===== config.mk =====
export PLATFORM = sky130hd
export DESIGN_NAME = phy_mgmt_status_bypass_regs
export DESIGN_NICKNAME = d
export VERILOG_FILES = /design/src/logic/phy_mgmt_pkg.sv /design/src/logic/mmd_regfile.sv /design/src/logic/sat_counter.sv /design/src/logic/phy_mgmt_status_bypass_regs.sv
export SDC_FILE = /design/constraint.sdc
export NUM_CORES = 2
export LEC_CHECK = 0
export ABC_CLOCK_PERIOD_IN_PS = 3700
export BUFFER_PORTS_ARGS = -buffer_cell sky130_fd_sc_hd__buf_4
export CAP_MARGIN = 20
export CORE_MARGIN = 2
export CORE_UTILIZATION = 33
export DETAILED_ROUTE_END_ITERATION = 12
export MAX_ROUTING_LAYER = met4
export PLACE_DENSITY = 0.56
export SLEW_MARGIN = 0
export SYNTH_ARGS = -nofsm -noshare
export SYNTH_HDL_FRONTEND = slang
export SYNTH_SLANG_ARGS = --single-unit

===== constraint.sdc =====
create_clock -name CLOCK_I -period 3.7 [get_ports CLOCK_I]
set_clock_uncertainty 0.15 [all_clocks]
set_input_delay 0.555 -clock CLOCK_I [delete_from_list [all_inputs] [get_ports CLOCK_I]]
set_output_delay 0.555 -clock CLOCK_I [all_outputs]
set_load 0.01 [all_outputs]

===== src/logic/phy_mgmt_pkg.sv =====
// shared constants and carriers for the management register bank
package phy_mgmt_pkg;

  // register indices; byte address is index shifted by BYTE_SHIFT
  localparam logic [7:0] IDX_LP_NP     = 8'h08;
  localparam logic [7:0] IDX_MMD_CTRL  = 8'h0D;
  localparam logic [7:0] IDX_MMD_AD    = 8'h0E;
  localparam logic [7:0] IDX_TX_STATUS = 8'h10;
  localparam logic [7:0] IDX_BYPASS    = 8'h12;
  localparam logic [7:0] IDX_RXERR     = 8'h13;
  localparam logic [7:0] IDX_SOFT_CTRL = 8'h1F;
  localparam int         BYTE_SHIFT    = 2;
  localparam int         IDX_W         = 8;

  // field positions of the indirect-access control register
  localparam int MMD_FUNC_HI = 15;
  localparam int MMD_FUNC_LO = 14;
  localparam int MMD_DEV_HI  = 4;

  // status extension bit positions
  localparam int ST_LOCK     = 15;
  localparam int ST_FLAG_HI  = 14;
  localparam int ST_LINK     = 12;
  localparam int ST_RX_ERR   = 11;
  localparam int ST_FLAG_LO  = 8;

  // own control register bits
  localparam int SOFT_RST_BIT  = 15;
  localparam int STICKY_EN_BIT = 9;

  // bypass control layout and defaults
  localparam logic [15:0] BYPASS_RESET  = 16'h0088;
  localparam logic [15:0] BYPASS_RW     = 16'hFEF8;
  localparam logic [15:0] BYPASS_STICKY = 16'h00B8;

  localparam int          RXERR_W   = 8;
  localparam logic [1:0]  HTRANS_NS = 2'h2;
  localparam logic        HRESP_OK  = 1'b0;
  localparam logic [31:0] RD_ZERO   = 32'h0000_0000;

  typedef enum logic [1:0] {
    FN_ADDR   = 2'h0,
    FN_DATA   = 2'h1,
    FN_INC_RW = 2'h2,
    FN_INC_WR = 2'h3
  } mmd_func_t;

  // self-clearing error events, one-cycle pulses, ordered as status bits 14..8, except link_gap: bit 12 shows link, link_gap is not read back
  typedef struct packed {
    logic lock_err;
    logic disconnect;
    logic link_gap;
    logic rx_err;
    logic tx_err;
    logic start_stream_delimiter_err;
    logic end_stream_delimiter_err;
  } pcs_events_t;

  // live levels from the 100 Mbit/s receive path
  typedef struct packed {
    logic descr_lock;
    logic link_up;
  } link_state_t;

  // bypass controls, ordered as bypass register bits 15..3
  typedef struct packed {
    logic tx_disable;
    logic skip_4b5b;
    logic skip_scrambler;
    logic skip_descrambler;
    logic skip_pcs_rx;
    logic skip_pcs_tx;
    logic skip_link_fail_inhibit_timer;
    logic rsvd8;
    logic no_automatic_crossover_forced;
    logic rsvd6;
    logic no_pair_swap;
    logic no_polarity_fix;
    logic pdet_honour_adv;
  } bypass_t;

endpackage : phy_mgmt_pkg


===== src/logic/mmd_regfile.sv =====
// small memory holding the indirectly reached registers
`timescale 1ns/100ps
module mmd_regfile #(
  parameter int AW = 7,
  parameter int DW = 16
) (
  // clock and reset
  input  wire logic          clk_i,
  input  wire logic          rst_i,
  // write port
  input  wire logic          we_i,
  input  wire logic [AW-1:0] waddr_i,
  input  wire logic [DW-1:0] wdata_i,
  // registered read port
  input  wire logic [AW-1:0] raddr_i,
  output logic      [DW-1:0] rdata_o
);
  logic [DW-1:0] mem [2**AW];

  // storage array, no reset
  always_ff @(posedge clk_i) begin
    if (we_i) begin
      mem[waddr_i] <= wdata_i;
    end
  end

  // read data always from a register
  always_ff @(posedge clk_i or posedge rst_i) begin
    if (rst_i) begin
      rdata_o <= '0;
    end else begin
      rdata_o <= mem[raddr_i];
    end
  end
endmodule : mmd_regfile


===== src/logic/sat_counter.sv =====
// saturating event counter with clear
`timescale 1ns/100ps
module sat_counter #(
  parameter int W = 8
) (
  // clock and reset
  input  wire logic         clk_i,
  input  wire logic         rst_i,
  // control
  input  wire logic         inc_i,
  input  wire logic         clr_i,
  // count
  output logic      [W-1:0] count_o
);
  localparam logic [W-1:0] MAX = '1;
  localparam logic [W-1:0] ONE = W'(1);

  // an increment in the clearing cycle is kept
  always_ff @(posedge clk_i or posedge rst_i) begin
    if (rst_i) begin
      count_o <= '0;
    end else if (clr_i) begin
      count_o <= inc_i ? ONE : '0;
    end else if (inc_i && count_o != MAX) begin
      count_o <= count_o + ONE;
    end
  end
endmodule : sat_counter


===== src/logic/phy_mgmt_status_bypass_regs.sv =====
// management register bank: next page, indirect access, status, bypass, error count
`timescale 1ns/100ps
// Notes on behaviour
// - partner next-page word reads back read-only, zero after reset
// - toggle bit shows complement of our last transmitted toggle, as received
// - message-page bit: 1 message page, 0 unformatted page
// - function field: 00 address, 01 data, 10 inc on rw, 11 inc on write
// - five-bit field selects the target indirect device
// - in address mode the window holds the address, else carries data
// - address advances after data rw in 10, writes only in 11, never in 01
// - descrambler lock and current link show live, zero after reset
// - six error flags stick until read, then clear themselves
// - transmit-disable bit turns off the line transmitter, default 0
// - bypass bits skip 4B/5B coding, scrambler, descrambler independently
// - bypass bits skip PCS receive and PCS transmit
// - bypass bit skips the link-fail-inhibit timer
// - sticky bit, default 1, disables crossover at forced speed
// - sticky bit, default 0, disables pair-swap correction
// - sticky bit, default 0, disables polarity correction
// - sticky bit, default 1: parallel detect honours advertised abilities
// - sticky bits survive soft reset only while sticky-reset enable is set
// - 8-bit receive error count saturates at 255, clears on read
module phy_mgmt_status_bypass_regs #(
  parameter int DEV_BITS = 2,
  parameter int REG_BITS = 5
) (
  // clock and reset
  input  wire logic                       CLOCK_I,
  input  wire logic                       SYS_RST_I,
  // AHB-Lite slave
  input  wire logic                       HSEL_I,
  input  wire logic [31:0]                HADDR_I,
  input  wire logic [1:0]                 HTRANS_I,
  input  wire logic                       HWRITE_I,
  input  wire logic [2:0]                 HSIZE_I,
  input  wire logic [31:0]                HWDATA_I,
  input  wire logic                       HREADY_I,
  output logic      [31:0]                HRDATA_O,
  output logic                            HREADYOUT_O,
  output logic                            HRESP_O,
  // from auto-negotiation and receive path
  input  wire logic                       NP_RX_VALID_I,
  input  wire logic [15:0]                NP_RX_WORD_I,
  input  wire phy_mgmt_pkg::pcs_events_t  PCS_EVENTS_I,
  input  wire phy_mgmt_pkg::link_state_t  LINK_STATE_I,
  input  wire logic                       RX_ERR_FRAME_I,
  // controls to the datapath
  output phy_mgmt_pkg::bypass_t           BYPASS_O,
  output logic                            SOFT_RESET_O
);
  localparam int MEM_AW = DEV_BITS + REG_BITS;
  localparam int MMD_DEV_W = phy_mgmt_pkg::MMD_DEV_HI + 1;

  // refuse shapes the indirect store cannot serve
  if (DEV_BITS < 1 || DEV_BITS > 5 || REG_BITS < 1 || REG_BITS > 16) begin : g_chk
    $error("mmd store shape out of range");
  end

  // bus phase state
  logic                          dp_act;
  logic                          dp_write;
  logic                          dp_hit;
  logic [phy_mgmt_pkg::IDX_W-1:0] dp_idx;
  logic                          rd_wait;
  logic                          acc_valid;
  logic                          wr_fire;
  logic                          rd_fire;
  // register contents
  logic [15:0]                   lp_np;
  phy_mgmt_pkg::mmd_func_t       mmd_func;
  logic [MMD_DEV_W-1:0]          mmd_dev;
  logic [15:0]                   mmd_addr;
  logic [15:0]                   mem_rdata;
  logic [6:0]                    err_flags;
  logic [15:0]                   bypass;
  logic                          sticky_en;
  logic [phy_mgmt_pkg::RXERR_W-1:0] rxerr_count;
  logic [15:0]                   rd_value;

  // true when the current data phase targets the given index
  function automatic logic hit(input logic [phy_mgmt_pkg::IDX_W-1:0] target);
    return dp_hit && (dp_idx == target);
  endfunction : hit

  // true when the function field selects a data access
  function automatic logic is_data(input phy_mgmt_pkg::mmd_func_t f);
    return f != phy_mgmt_pkg::FN_ADDR;
  endfunction : is_data

  // transfer strobes; reads take one wait state
  assign acc_valid   = HSEL_I && HTRANS_I == phy_mgmt_pkg::HTRANS_NS && HREADY_I;
  assign wr_fire     = dp_act && dp_write;
  assign rd_fire     = rd_wait;
  assign HREADYOUT_O = !rd_wait;
  assign HRESP_O     = phy_mgmt_pkg::HRESP_OK;

  // address phase capture
  always_ff @(posedge CLOCK_I or posedge SYS_RST_I) begin
    if (SYS_RST_I) begin
      dp_act   <= 1'b0;
      dp_write <= 1'b0;
      dp_hit   <= 1'b0;
      dp_idx   <= '0;
    end else if (HREADYOUT_O) begin
      dp_act   <= acc_valid;
      dp_write <= HWRITE_I;
      dp_hit   <= HADDR_I[31:phy_mgmt_pkg::BYTE_SHIFT+phy_mgmt_pkg::IDX_W] == '0;
      dp_idx   <= HADDR_I[phy_mgmt_pkg::BYTE_SHIFT +: phy_mgmt_pkg::IDX_W];
    end
  end

  // one wait cycle per read
  always_ff @(posedge CLOCK_I or posedge SYS_RST_I) begin
    if (SYS_RST_I) begin
      rd_wait <= 1'b0;
    end else begin
      rd_wait <= acc_valid && !HWRITE_I && HREADYOUT_O;
    end
  end

  // partner next-page word, stored as received
  always_ff @(posedge CLOCK_I or posedge SYS_RST_I) begin
    if (SYS_RST_I) begin
      lp_np <= '0;
    end else if (NP_RX_VALID_I) begin
      lp_np <= NP_RX_WORD_I;
    end
  end

  // own control: soft reset pulse and sticky-reset enable
  always_ff @(posedge CLOCK_I or posedge SYS_RST_I) begin
    if (SYS_RST_I) begin
      SOFT_RESET_O <= 1'b0;
      sticky_en    <= 1'b1;
    end else begin
      SOFT_RESET_O <= wr_fire && hit(phy_mgmt_pkg::IDX_SOFT_CTRL)
                      && HWDATA_I[phy_mgmt_pkg::SOFT_RST_BIT];
      if (wr_fire && hit(phy_mgmt_pkg::IDX_SOFT_CTRL)) begin
        sticky_en <= HWDATA_I[phy_mgmt_pkg::STICKY_EN_BIT];
      end
    end
  end

  // indirect-access control and address pointer
  always_ff @(posedge CLOCK_I or posedge SYS_RST_I) begin
    if (SYS_RST_I) begin
      mmd_func <= phy_mgmt_pkg::FN_ADDR;
      mmd_dev  <= '0;
      mmd_addr <= '0;
    end else if (SOFT_RESET_O) begin
      mmd_func <= phy_mgmt_pkg::FN_ADDR;
      mmd_dev  <= '0;
      mmd_addr <= '0;
    end else if (wr_fire && hit(phy_mgmt_pkg::IDX_MMD_CTRL)) begin
      mmd_func <= phy_mgmt_pkg::mmd_func_t'(
                  HWDATA_I[phy_mgmt_pkg::MMD_FUNC_HI:phy_mgmt_pkg::MMD_FUNC_LO]);
      mmd_dev  <= HWDATA_I[phy_mgmt_pkg::MMD_DEV_HI:0];
    end else if (wr_fire && hit(phy_mgmt_pkg::IDX_MMD_AD)) begin
      unique case (mmd_func)
        phy_mgmt_pkg::FN_ADDR:   mmd_addr <= HWDATA_I[15:0];
        phy_mgmt_pkg::FN_DATA:   mmd_addr <= mmd_addr;
        phy_mgmt_pkg::FN_INC_RW,
        phy_mgmt_pkg::FN_INC_WR: mmd_addr <= mmd_addr + 16'h0001;
      endcase
    end else if (rd_fire && hit(phy_mgmt_pkg::IDX_MMD_AD)
                 && mmd_func == phy_mgmt_pkg::FN_INC_RW) begin
      mmd_addr <= mmd_addr + 16'h0001;
    end
  end

  // indirect register store, indexed by device and address
  mmd_regfile #(
    .AW (MEM_AW),
    .DW (16)
  ) u_store (
    .clk_i   (CLOCK_I),
    .rst_i   (SYS_RST_I),
    .we_i    (wr_fire && hit(phy_mgmt_pkg::IDX_MMD_AD) && is_data(mmd_func)),
    .waddr_i ({mmd_dev[DEV_BITS-1:0], mmd_addr[REG_BITS-1:0]}),
    .wdata_i (HWDATA_I[15:0]),
    .raddr_i ({mmd_dev[DEV_BITS-1:0], mmd_addr[REG_BITS-1:0]}),
    .rdata_o (mem_rdata)
  );

  // error flags: events set, a read of the status clears, set wins
  always_ff @(posedge CLOCK_I or posedge SYS_RST_I) begin
    if (SYS_RST_I) begin
      err_flags <= '0;
    end else if (rd_fire && hit(phy_mgmt_pkg::IDX_TX_STATUS)) begin
      err_flags <= PCS_EVENTS_I;
    end else begin
      err_flags <= err_flags | PCS_EVENTS_I;
    end
  end

  // bypass control with sticky handling on soft reset
  always_ff @(posedge CLOCK_I or posedge SYS_RST_I) begin
    if (SYS_RST_I) begin
      bypass <= phy_mgmt_pkg::BYPASS_RESET;
    end else if (wr_fire && hit(phy_mgmt_pkg::IDX_BYPASS)) begin
      bypass <= HWDATA_I[15:0] & phy_mgmt_pkg::BYPASS_RW;
    end else if (SOFT_RESET_O) begin
      bypass <= sticky_en
        ? ((bypass & phy_mgmt_pkg::BYPASS_STICKY)
           | (phy_mgmt_pkg::BYPASS_RESET & ~phy_mgmt_pkg::BYPASS_STICKY))
        : phy_mgmt_pkg::BYPASS_RESET;
    end
  end

  // bypass bits drive the datapath directly
  assign BYPASS_O = bypass[15:3];

  // receive error frames counted, cleared when read
  sat_counter #(
    .W (phy_mgmt_pkg::RXERR_W)
  ) u_rxerr (
    .clk_i   (CLOCK_I),
    .rst_i   (SYS_RST_I),
    .inc_i   (RX_ERR_FRAME_I),
    .clr_i   (rd_fire && hit(phy_mgmt_pkg::IDX_RXERR)),
    .count_o (rxerr_count)
  );

  // read multiplexer; unmapped reads return zero
  always_comb begin
    rd_value = '0;
    if (dp_hit) begin
      unique case (dp_idx)
        phy_mgmt_pkg::IDX_LP_NP:     rd_value = lp_np;
        phy_mgmt_pkg::IDX_MMD_CTRL:  rd_value = {mmd_func, 9'h000, mmd_dev};
        phy_mgmt_pkg::IDX_MMD_AD:
          rd_value = is_data(mmd_func) ? mem_rdata : mmd_addr;
        phy_mgmt_pkg::IDX_TX_STATUS:
          rd_value = {LINK_STATE_I.descr_lock, err_flags[6:5],
                      LINK_STATE_I.link_up, err_flags[3:0], 8'h00};
        phy_mgmt_pkg::IDX_BYPASS:    rd_value = bypass;
        phy_mgmt_pkg::IDX_RXERR:     rd_value = {8'h00, rxerr_count};
        phy_mgmt_pkg::IDX_SOFT_CTRL:
          rd_value = {6'h00, sticky_en, 9'h000};
        default:                     rd_value = '0;
      endcase
    end
  end

  // read data captured at the end of the wait cycle
  always_ff @(posedge CLOCK_I or posedge SYS_RST_I) begin
    if (SYS_RST_I) begin
      HRDATA_O <= phy_mgmt_pkg::RD_ZERO;
    end else if (rd_fire) begin
      HRDATA_O <= {16'h0000, rd_value};
    end
  end
endmodule : phy_mgmt_status_bypass_regs


### Word-level counts from Yosys, hierarchy flattened

Memories as Yosys holds them, arrays and structs flattened. A register that Yosys moved wholly into a read port is not among the register bits.
Index checks and enable logic that the tools add are counted.

| cells by class | value |
|---|---|
| bitwise gates (word level) | 1 |
| muxes and demuxes | 21 |
| equal/unequal tests | 15 |
| $add $sub $neg | 2 |
| reductions and logical operators | 34 |

Operators by type and width:

| operator | count |
|---|---|
| two-way mux 16 bit | 8 |
| case mux 16 bit (7 select lines) | 1 |
| equality test 8 x 5 -> 1 bit (second input constant) | 4 |
| case mux 16 bit (2 select lines) | 1 |
| equality test 8 x 4 -> 1 bit (second input constant) | 3 |
| two-way mux 8 bit | 3 |
| logical AND 1 bit | 22 |
| logical NOT 22 bit | 1 |
| adder 16 x 1 -> 16 bit (second input constant) | 1 |
| two-way mux 5 bit | 2 |
| adder 8 x 1 -> 8 bit (second input constant) | 1 |
| inequality test 8 bit (second input constant) | 1 |
| nonzero test 2 bit | 4 |
| two-way mux 7 bit | 1 |
| bitwise OR 7 bit | 1 |
| equality test 2 bit (second input constant) | 3 |
| two-way mux 2 bit | 2 |
| two-way mux 1 bit | 3 |
| inequality test 3 bit (second input constant) | 1 |
| AND reduction 3 bit | 1 |
| nonzero test 3 bit | 1 |
| equality test 2 x 1 -> 1 bit (second input constant) | 1 |
| logical NOT 1 bit | 2 |
| logical NOT 2 bit | 1 |
| other kinds (4) | 4 |

| word-level totals | value |
|---|---|
| memories kept | 1 |
| register bits after elaboration | 100 |
| word-level logic and storage cells | 90 |
| output and inout port bits | 48 |
| memory bits (writable) | 2048 |
| bits of input ports | 101 |

Memory list:

| name | depth | bits a word | rd ports | clocked after memory_dff | wr ports | line | text |
|---|---|---|---|---|---|---|---|
| u_store.mem | 128 | 16 | 1 | 1 | 1 | mmd_regfile.sv:18 | `logic [DW-1:0] mem [2**AW];` |

### Longest topological paths before layout

| logic depth | value |
|---|---|
| depth in word-level cells | 8 |
| depth in mapped cells | 8 |
| gate-level depth less buffers | 6 |

### Hierarchy

Synthesis repeated with hierarchy kept, for this count alone.

| second synthesis, totals | value |
|---|---|
| cell total of the unflattened synthesis | 3631 |
| area total of the unflattened synthesis | 83965.5 µm² |

Modules (own cells, without submodules):

| module | times used | cells each | seq. area each (µm²) | area each (µm²) |
|---|---|---|---|---|
| mmd_regfile | 1 | 3087 | 61899.4 | 78604.1 |
| phy_mgmt_status_bypass_regs | 1 | 497 | 2180.8 | 4911.0 |
| sat_counter | 1 | 47 | 200.2 | 450.4 |

### Worst setup path before layout

OpenSTA, ideal clock, no wires.

| path | value |
|---|---|
| path kind | reg-to-reg |
| from | register dp_idx[5] in the netlist's numbering |
| to | memory u_store.mem[99][0] (enable) |
| library setup time | 389 ps |
| period minus slack after synthesis | 3591 ps |
| buffers on the path | 3 |
| stages on the path, launching flop included | 9 |
| path slack | 109 ps |
| required time | 3161 ps |
| arrival time | 3052 ps |
| cells stage by stage | dfrtp_1 or4b_1 clkbuf_1 or3_1 buf_2 nor4_4 nand3_1 buf_2 nor2_1 |

| on the way | value |
|---|---|
| cells in the longest elaborated chain, start to end | 6 |

RTL lines:

| element | line | text |
|---|---|---|
| from (decl) | phy_mgmt_status_bypass_regs.sv:63 | `logic [phy_mgmt_pkg::IDX_W-1:0] dp_idx;` |
| from (signal assigned) | phy_mgmt_status_bypass_regs.sv:108 | `dp_idx <= HADDR_I[phy_mgmt_pkg::BYTE_SHIFT +: phy_mgmt_pkg::IDX_W];` |
| equality test 8 x 4 -> 1 bit | phy_mgmt_status_bypass_regs.sv:82 | `return dp_hit && (dp_idx == target);` |
| logical AND 1 bit | phy_mgmt_status_bypass_regs.sv:82 |  |
| logical AND 1 bit (2 in a row) | phy_mgmt_status_bypass_regs.sv:178 | `.we_i (wr_fire && hit(phy_mgmt_pkg::IDX_MMD_AD) && is_data(mmd_func)),` |
| two-way mux 1 bit | mmd_regfile.sv:22 | `if (we_i) begin` |
| two-way mux 1 bit (not written as such) | mmd_regfile.sv:23 | `mem[waddr_i] <= wdata_i;` |
| to (decl) | mmd_regfile.sv:18 |  |

Every way passes these cells.

### Final worst setup path

| path | value |
|---|---|
| from | register dp_idx[5] in the netlist's numbering |
| to | memory u_store.mem[104][8] (enable) |

Same word-level chain as after synthesis.

==> results_dict.tcl <==
set metrics [dict create \
    io_pins 149 \
    grt-ovfl-total 0 \
    crit_type "flip-flop to flip-flop" \
    fin_crit_ns 3.59 \
    drt_iter0_drc 4643 \
    cts_buffer_depth 3 \
    ys_types 51 \
    rsz0062_at_grt "false" \
    status "completed" \
    gp_congestion 0.809 \
    synth_xor_area_frac 0.000628 \
    finish.net_count 4202 \
    min_from "HWDATA_I[7]" \
    tightest_slew_ns 1.21 \
    synth-warning-count 0 \
    cap_violations 0 \
    p_sw_mw 9.70 \
    async_reset_ff_frac 0.0514 \
    startpoint_type "flip-flop" \
    tns_ns 0 \
    cts_tree "done" \
    hold_violations 0 \
    via_count 40000 \
    timing.rr.end "u_store.mem[104][8]" \
    num_rows 184 \
    drc 0 \
    cts-root-buf "clkbuf_16" \
    synth-compound-area-share 0.0116 \
    synth_edf_count 2048 \
    setup_violations 0 \
    yosysSeqAreaShare 0.769 \
    die-area_sq_um 257000 \
    r2r_cells 7 \
    drive_gt1_frac 0.355 \
    yosysTopAreaCell "edfxtp_1" \
    grt_use_total 0.170 \
    synth_fa_ha_area_frac 0.000299 \
    cts.sinks 2159 \
    hp-class "input pin to flip-flop" \
    routedWlPerCell_microns 28.1 \
    fmax_ghz 0.278 \
    synth.top_cell.area_share 0.735 \
    io_buffer_count 108 \
    synth-seq-cells 2159 \
    clk_latency_ns 0.85 \
    p_leak_nw 31.9 \
    post_drt_via_cell_ratio 5.25 \
    synthCells 3609 \
    p_per_area_nw_per_um2 487 \
    fin_util 0.395 \
    cp-end-kind "flip-flop" \
    period_share 0.971 \
    wirelength_mm 215 \
    ant_nets 0 \
    synthMuxAreaShare 0.188 \
    syn_to_final_growth_pct 18.7 \
    synth_top_family_by_area "multiplexers" \
    slew_headroom 0.194 \
    dr.pass1.iters 8 \
    ys.flop_type "edfxtp_1" \
    p_int_mw 38.7 \
    crit_required_ns 4.08 \
    path_max_fanout 8 \
    combPwrFrac 0.018 \
    min_to "bypass[7]" \
    antenna_found_initial 12 \
    cts_made_buffers 207 \
    total_power_mw 48.4 \
    synth-simple-area-share 0.0174 \
    worstPathArrival_ns 3.98 \
    peakVddDrop_mv 0.517 \
    coreArea_sq_um 252000 \
    die_h_microns 507 \
    slew_viol_final 0 \
    clockPowerShare 0.427 \
    dpl.hpwl_mm 127 \
    n_fill_cell 22000 \
    cts_htree_levels 4 \
    initial_core_util 0.332 \
    die_w_microns 507 \
    r2r-start "dp_idx[5]" \
    postCtsResizedCells 0 \
    synth_area_per_cell_sq_um 23.2 \
    switching_share 0.201 \
    grt_pass1_vias 40400 \
    power_frac_seq 0.556 \
    clkSlewWorstSetupHoldPaths_ns 0.06 \
    netlist_area_sq_um 83600 \
    synthTopCellsByArea "edfxtp_1 74%, mux4_2 18%, dfrtp_1 3.2%, nor2_1 0.66%, mux2_2 0.58%" \
    multi_input_area_sq_um 18500 \
    grt_pass1_wl_mm 305 \
    seq_area_sq_um 64300 \
    r2r_slack_ns 0.11 \
    holdPathStages 3 \
    grt_max_degree 97 \
]
[state kept, by name (all words and copies together), names as in the netlist]
signal           count
u_store.rdata_o     16
sticky_en            1
dp_hit               1
lp_np               16
dp_write             1
mmd_func             2
err_flags            6
mmd_dev              5
rd_fire              1
mmd_addr            16
dp_act               1
HRDATA_O            16
u_rxerr.count_o      8
u_store.mem       2048
dp_idx               8
bypass              12
SOFT_RESET_O         1
[synth_stat cells, types with 3 or more instances]
| cell | instances |
|---|---|
| edfxtp_1 | 2048 |
| mux4_2 | 672 |
| nor2_1 | 148 |
| clkbuf_1 | 117 |
| dfrtp_1 | 108 |
| nand2_1 | 71 |
| buf_2 | 59 |
| mux2_2 | 43 |
| a21oi_1 | 36 |
| inv_1 | 36 |
| nand3_1 | 23 |
| o21ai_0 | 23 |
| buf_1 | 21 |
| buf_4 | 19 |
| nor3_1 | 16 |
| o32ai_1 | 16 |
| a222oi_1 | 13 |
| mux2i_1 | 13 |
| nand2b_1 | 13 |
| nor4_1 | 13 |
| o22ai_1 | 13 |
| o21a_1 | 9 |
| a21o_1 | 8 |
| o31a_1 | 7 |
| or3_1 | 6 |
| xnor2_1 | 6 |
| nor2b_1 | 5 |
| a22oi_1 | 4 |
| nand4_1 | 4 |
| a211oi_1 | 3 |
| and4_1 | 3 |
| dfstp_2 | 3 |
| or2_2 | 3 |
[worst max-delay path by stage]
stage | end | cells after the start | slack [ns] | startpoint
after floorplan | HRDATA_O[0] | 1 | 0.07 | SYS_RST_I
after global placement | u_store.mem[112][0] | 7 | 0.19 | dp_idx[5]
after detailed placement | u_store.mem[104][7] | 7 | 0.13 | dp_idx[5]
after CTS | u_store.mem[104][8] | 7 | 0.12 | dp_idx[5]
after global routing | u_store.mem[104][8] | 7 | 0.02 | dp_idx[5]
final | u_store.mem[104][8] | 7 | 0.11 | dp_idx[5]
[logic make-up (layout without fill, tap and decap cells)]
| family | after synthesis | after routing |
|---|---|---|
| multiplexers | 728 | 728 |
| flip-flops | 2159 | 2159 |
| XOR/XNOR | 6 | 6 |
| adder cells (fa/ha/maj) | 2 | 2 |
| AO/OA/AOI/OAI | 141 | 141 |
| other | 1 | 27 |
| buffers and inverters | 254 | 897 |
| AND/OR/NAND/NOR | 318 | 318 |
[per-layer routing]
| metal | vias to the layer above | routed length (microns) | global-route usage |
|---|---|---|---|
| met4 | 0 | 3930 | 0.0376 |
| li1 | 16400 | - | - |
| met5 | - | 0 | - |
| met3 | 258 | 13200 | 0.0243 |
| met2 | 1407 | 105000 | 0.268 |
| met1 | 22000 | 92700 | 0.236 |
[what timing repair did]
action,4_1_cts,5_1_grt
setup endpoints to repair,0,0
hold endpoints to repair,83,0
setup buffers,0,0
hold buffers,56,0
[area by class of cell]
class,instances,share of cell area
Antenna cell,9,0.000227
Clock buffer,265,0.0547
Clock inverter,114,0.0111
Inverter,37,0.00150
Multi-Input combinational cell,1213,0.187
Sequential cell,2159,0.647
Tap cell,3348,0.0422
Timing Repair Buffer,481,0.0564
[power groups by stage]
stage | clock, mW | sequential (mW) | combinational, mW
4_1_cts | 21.0 | 26.9 | 0.865
6_report | 20.6 | 26.9 | 0.854
2_1_floorplan | 0 | 27.4 | 0.221
3_5_place_dp | 0 | 27.4 | 0.809
5_1_grt | 22.0 | 26.9 | 0.931
3_3_place_gp | 0 | 27.4 | 0.773
[critical path, cell delays in order, from the launching register on]
cell and delay (ns):
dfrtp_1 0.40, or4b_1 0.56, or3_1 0.53, nor4_4 0.57, nand2_1 0.30, buf_4 0.30
nor2_1 0.17, buf_4 0.27
[placed cells by master, fill, tap and decap left out, drive strengths merged, types with 7 or more instances in the layout]
| cell type | count |
|---|---|
| o32ai | 16 |
| edfxtp | 2048 |
| o31a | 7 |
| conb | 18 |
| clkinv | 84 |
| nor4 | 16 |
| nor3 | 16 |
| o21a | 9 |
| dlygate4sd3 | 56 |
| nand2 | 71 |
| a21o | 8 |
| mux2i | 13 |
| o21ai | 24 |
| inv | 44 |
| o22ai | 13 |
| nand3 | 23 |
| mux4 | 672 |
| dfrtp | 108 |
| mux2 | 43 |
| diode | 9 |
| nor2 | 148 |
| a21oi | 36 |
| a222oi | 13 |
| buf | 425 |
| clkbuf | 265 |
| nand2b | 13 |
| bufinv | 18 |
[metrics by stage]
| step | hold WS (ns) | area, sq um | std cells | worst slack (ns) |
|---|---|---|---|---|
| 2_1_floorplan | 0.298 | 83700 | 3626 | 0.0693 |
| 3_3_place_gp | 0.313 | 92200 | 7181 | 0.185 |
| 3_5_place_dp | 0.318 | 92200 | 7181 | 0.132 |
| 4_1_cts | 0.0287 | 99300 | 7616 | 0.119 |
| 5_1_grt | 0.0942 | 99300 | 7621 | 0.0155 |
| 6_report | 0.0809 | 99300 | 7626 | 0.106 |
No activity file was read; power rests on OpenSTA's default activity.
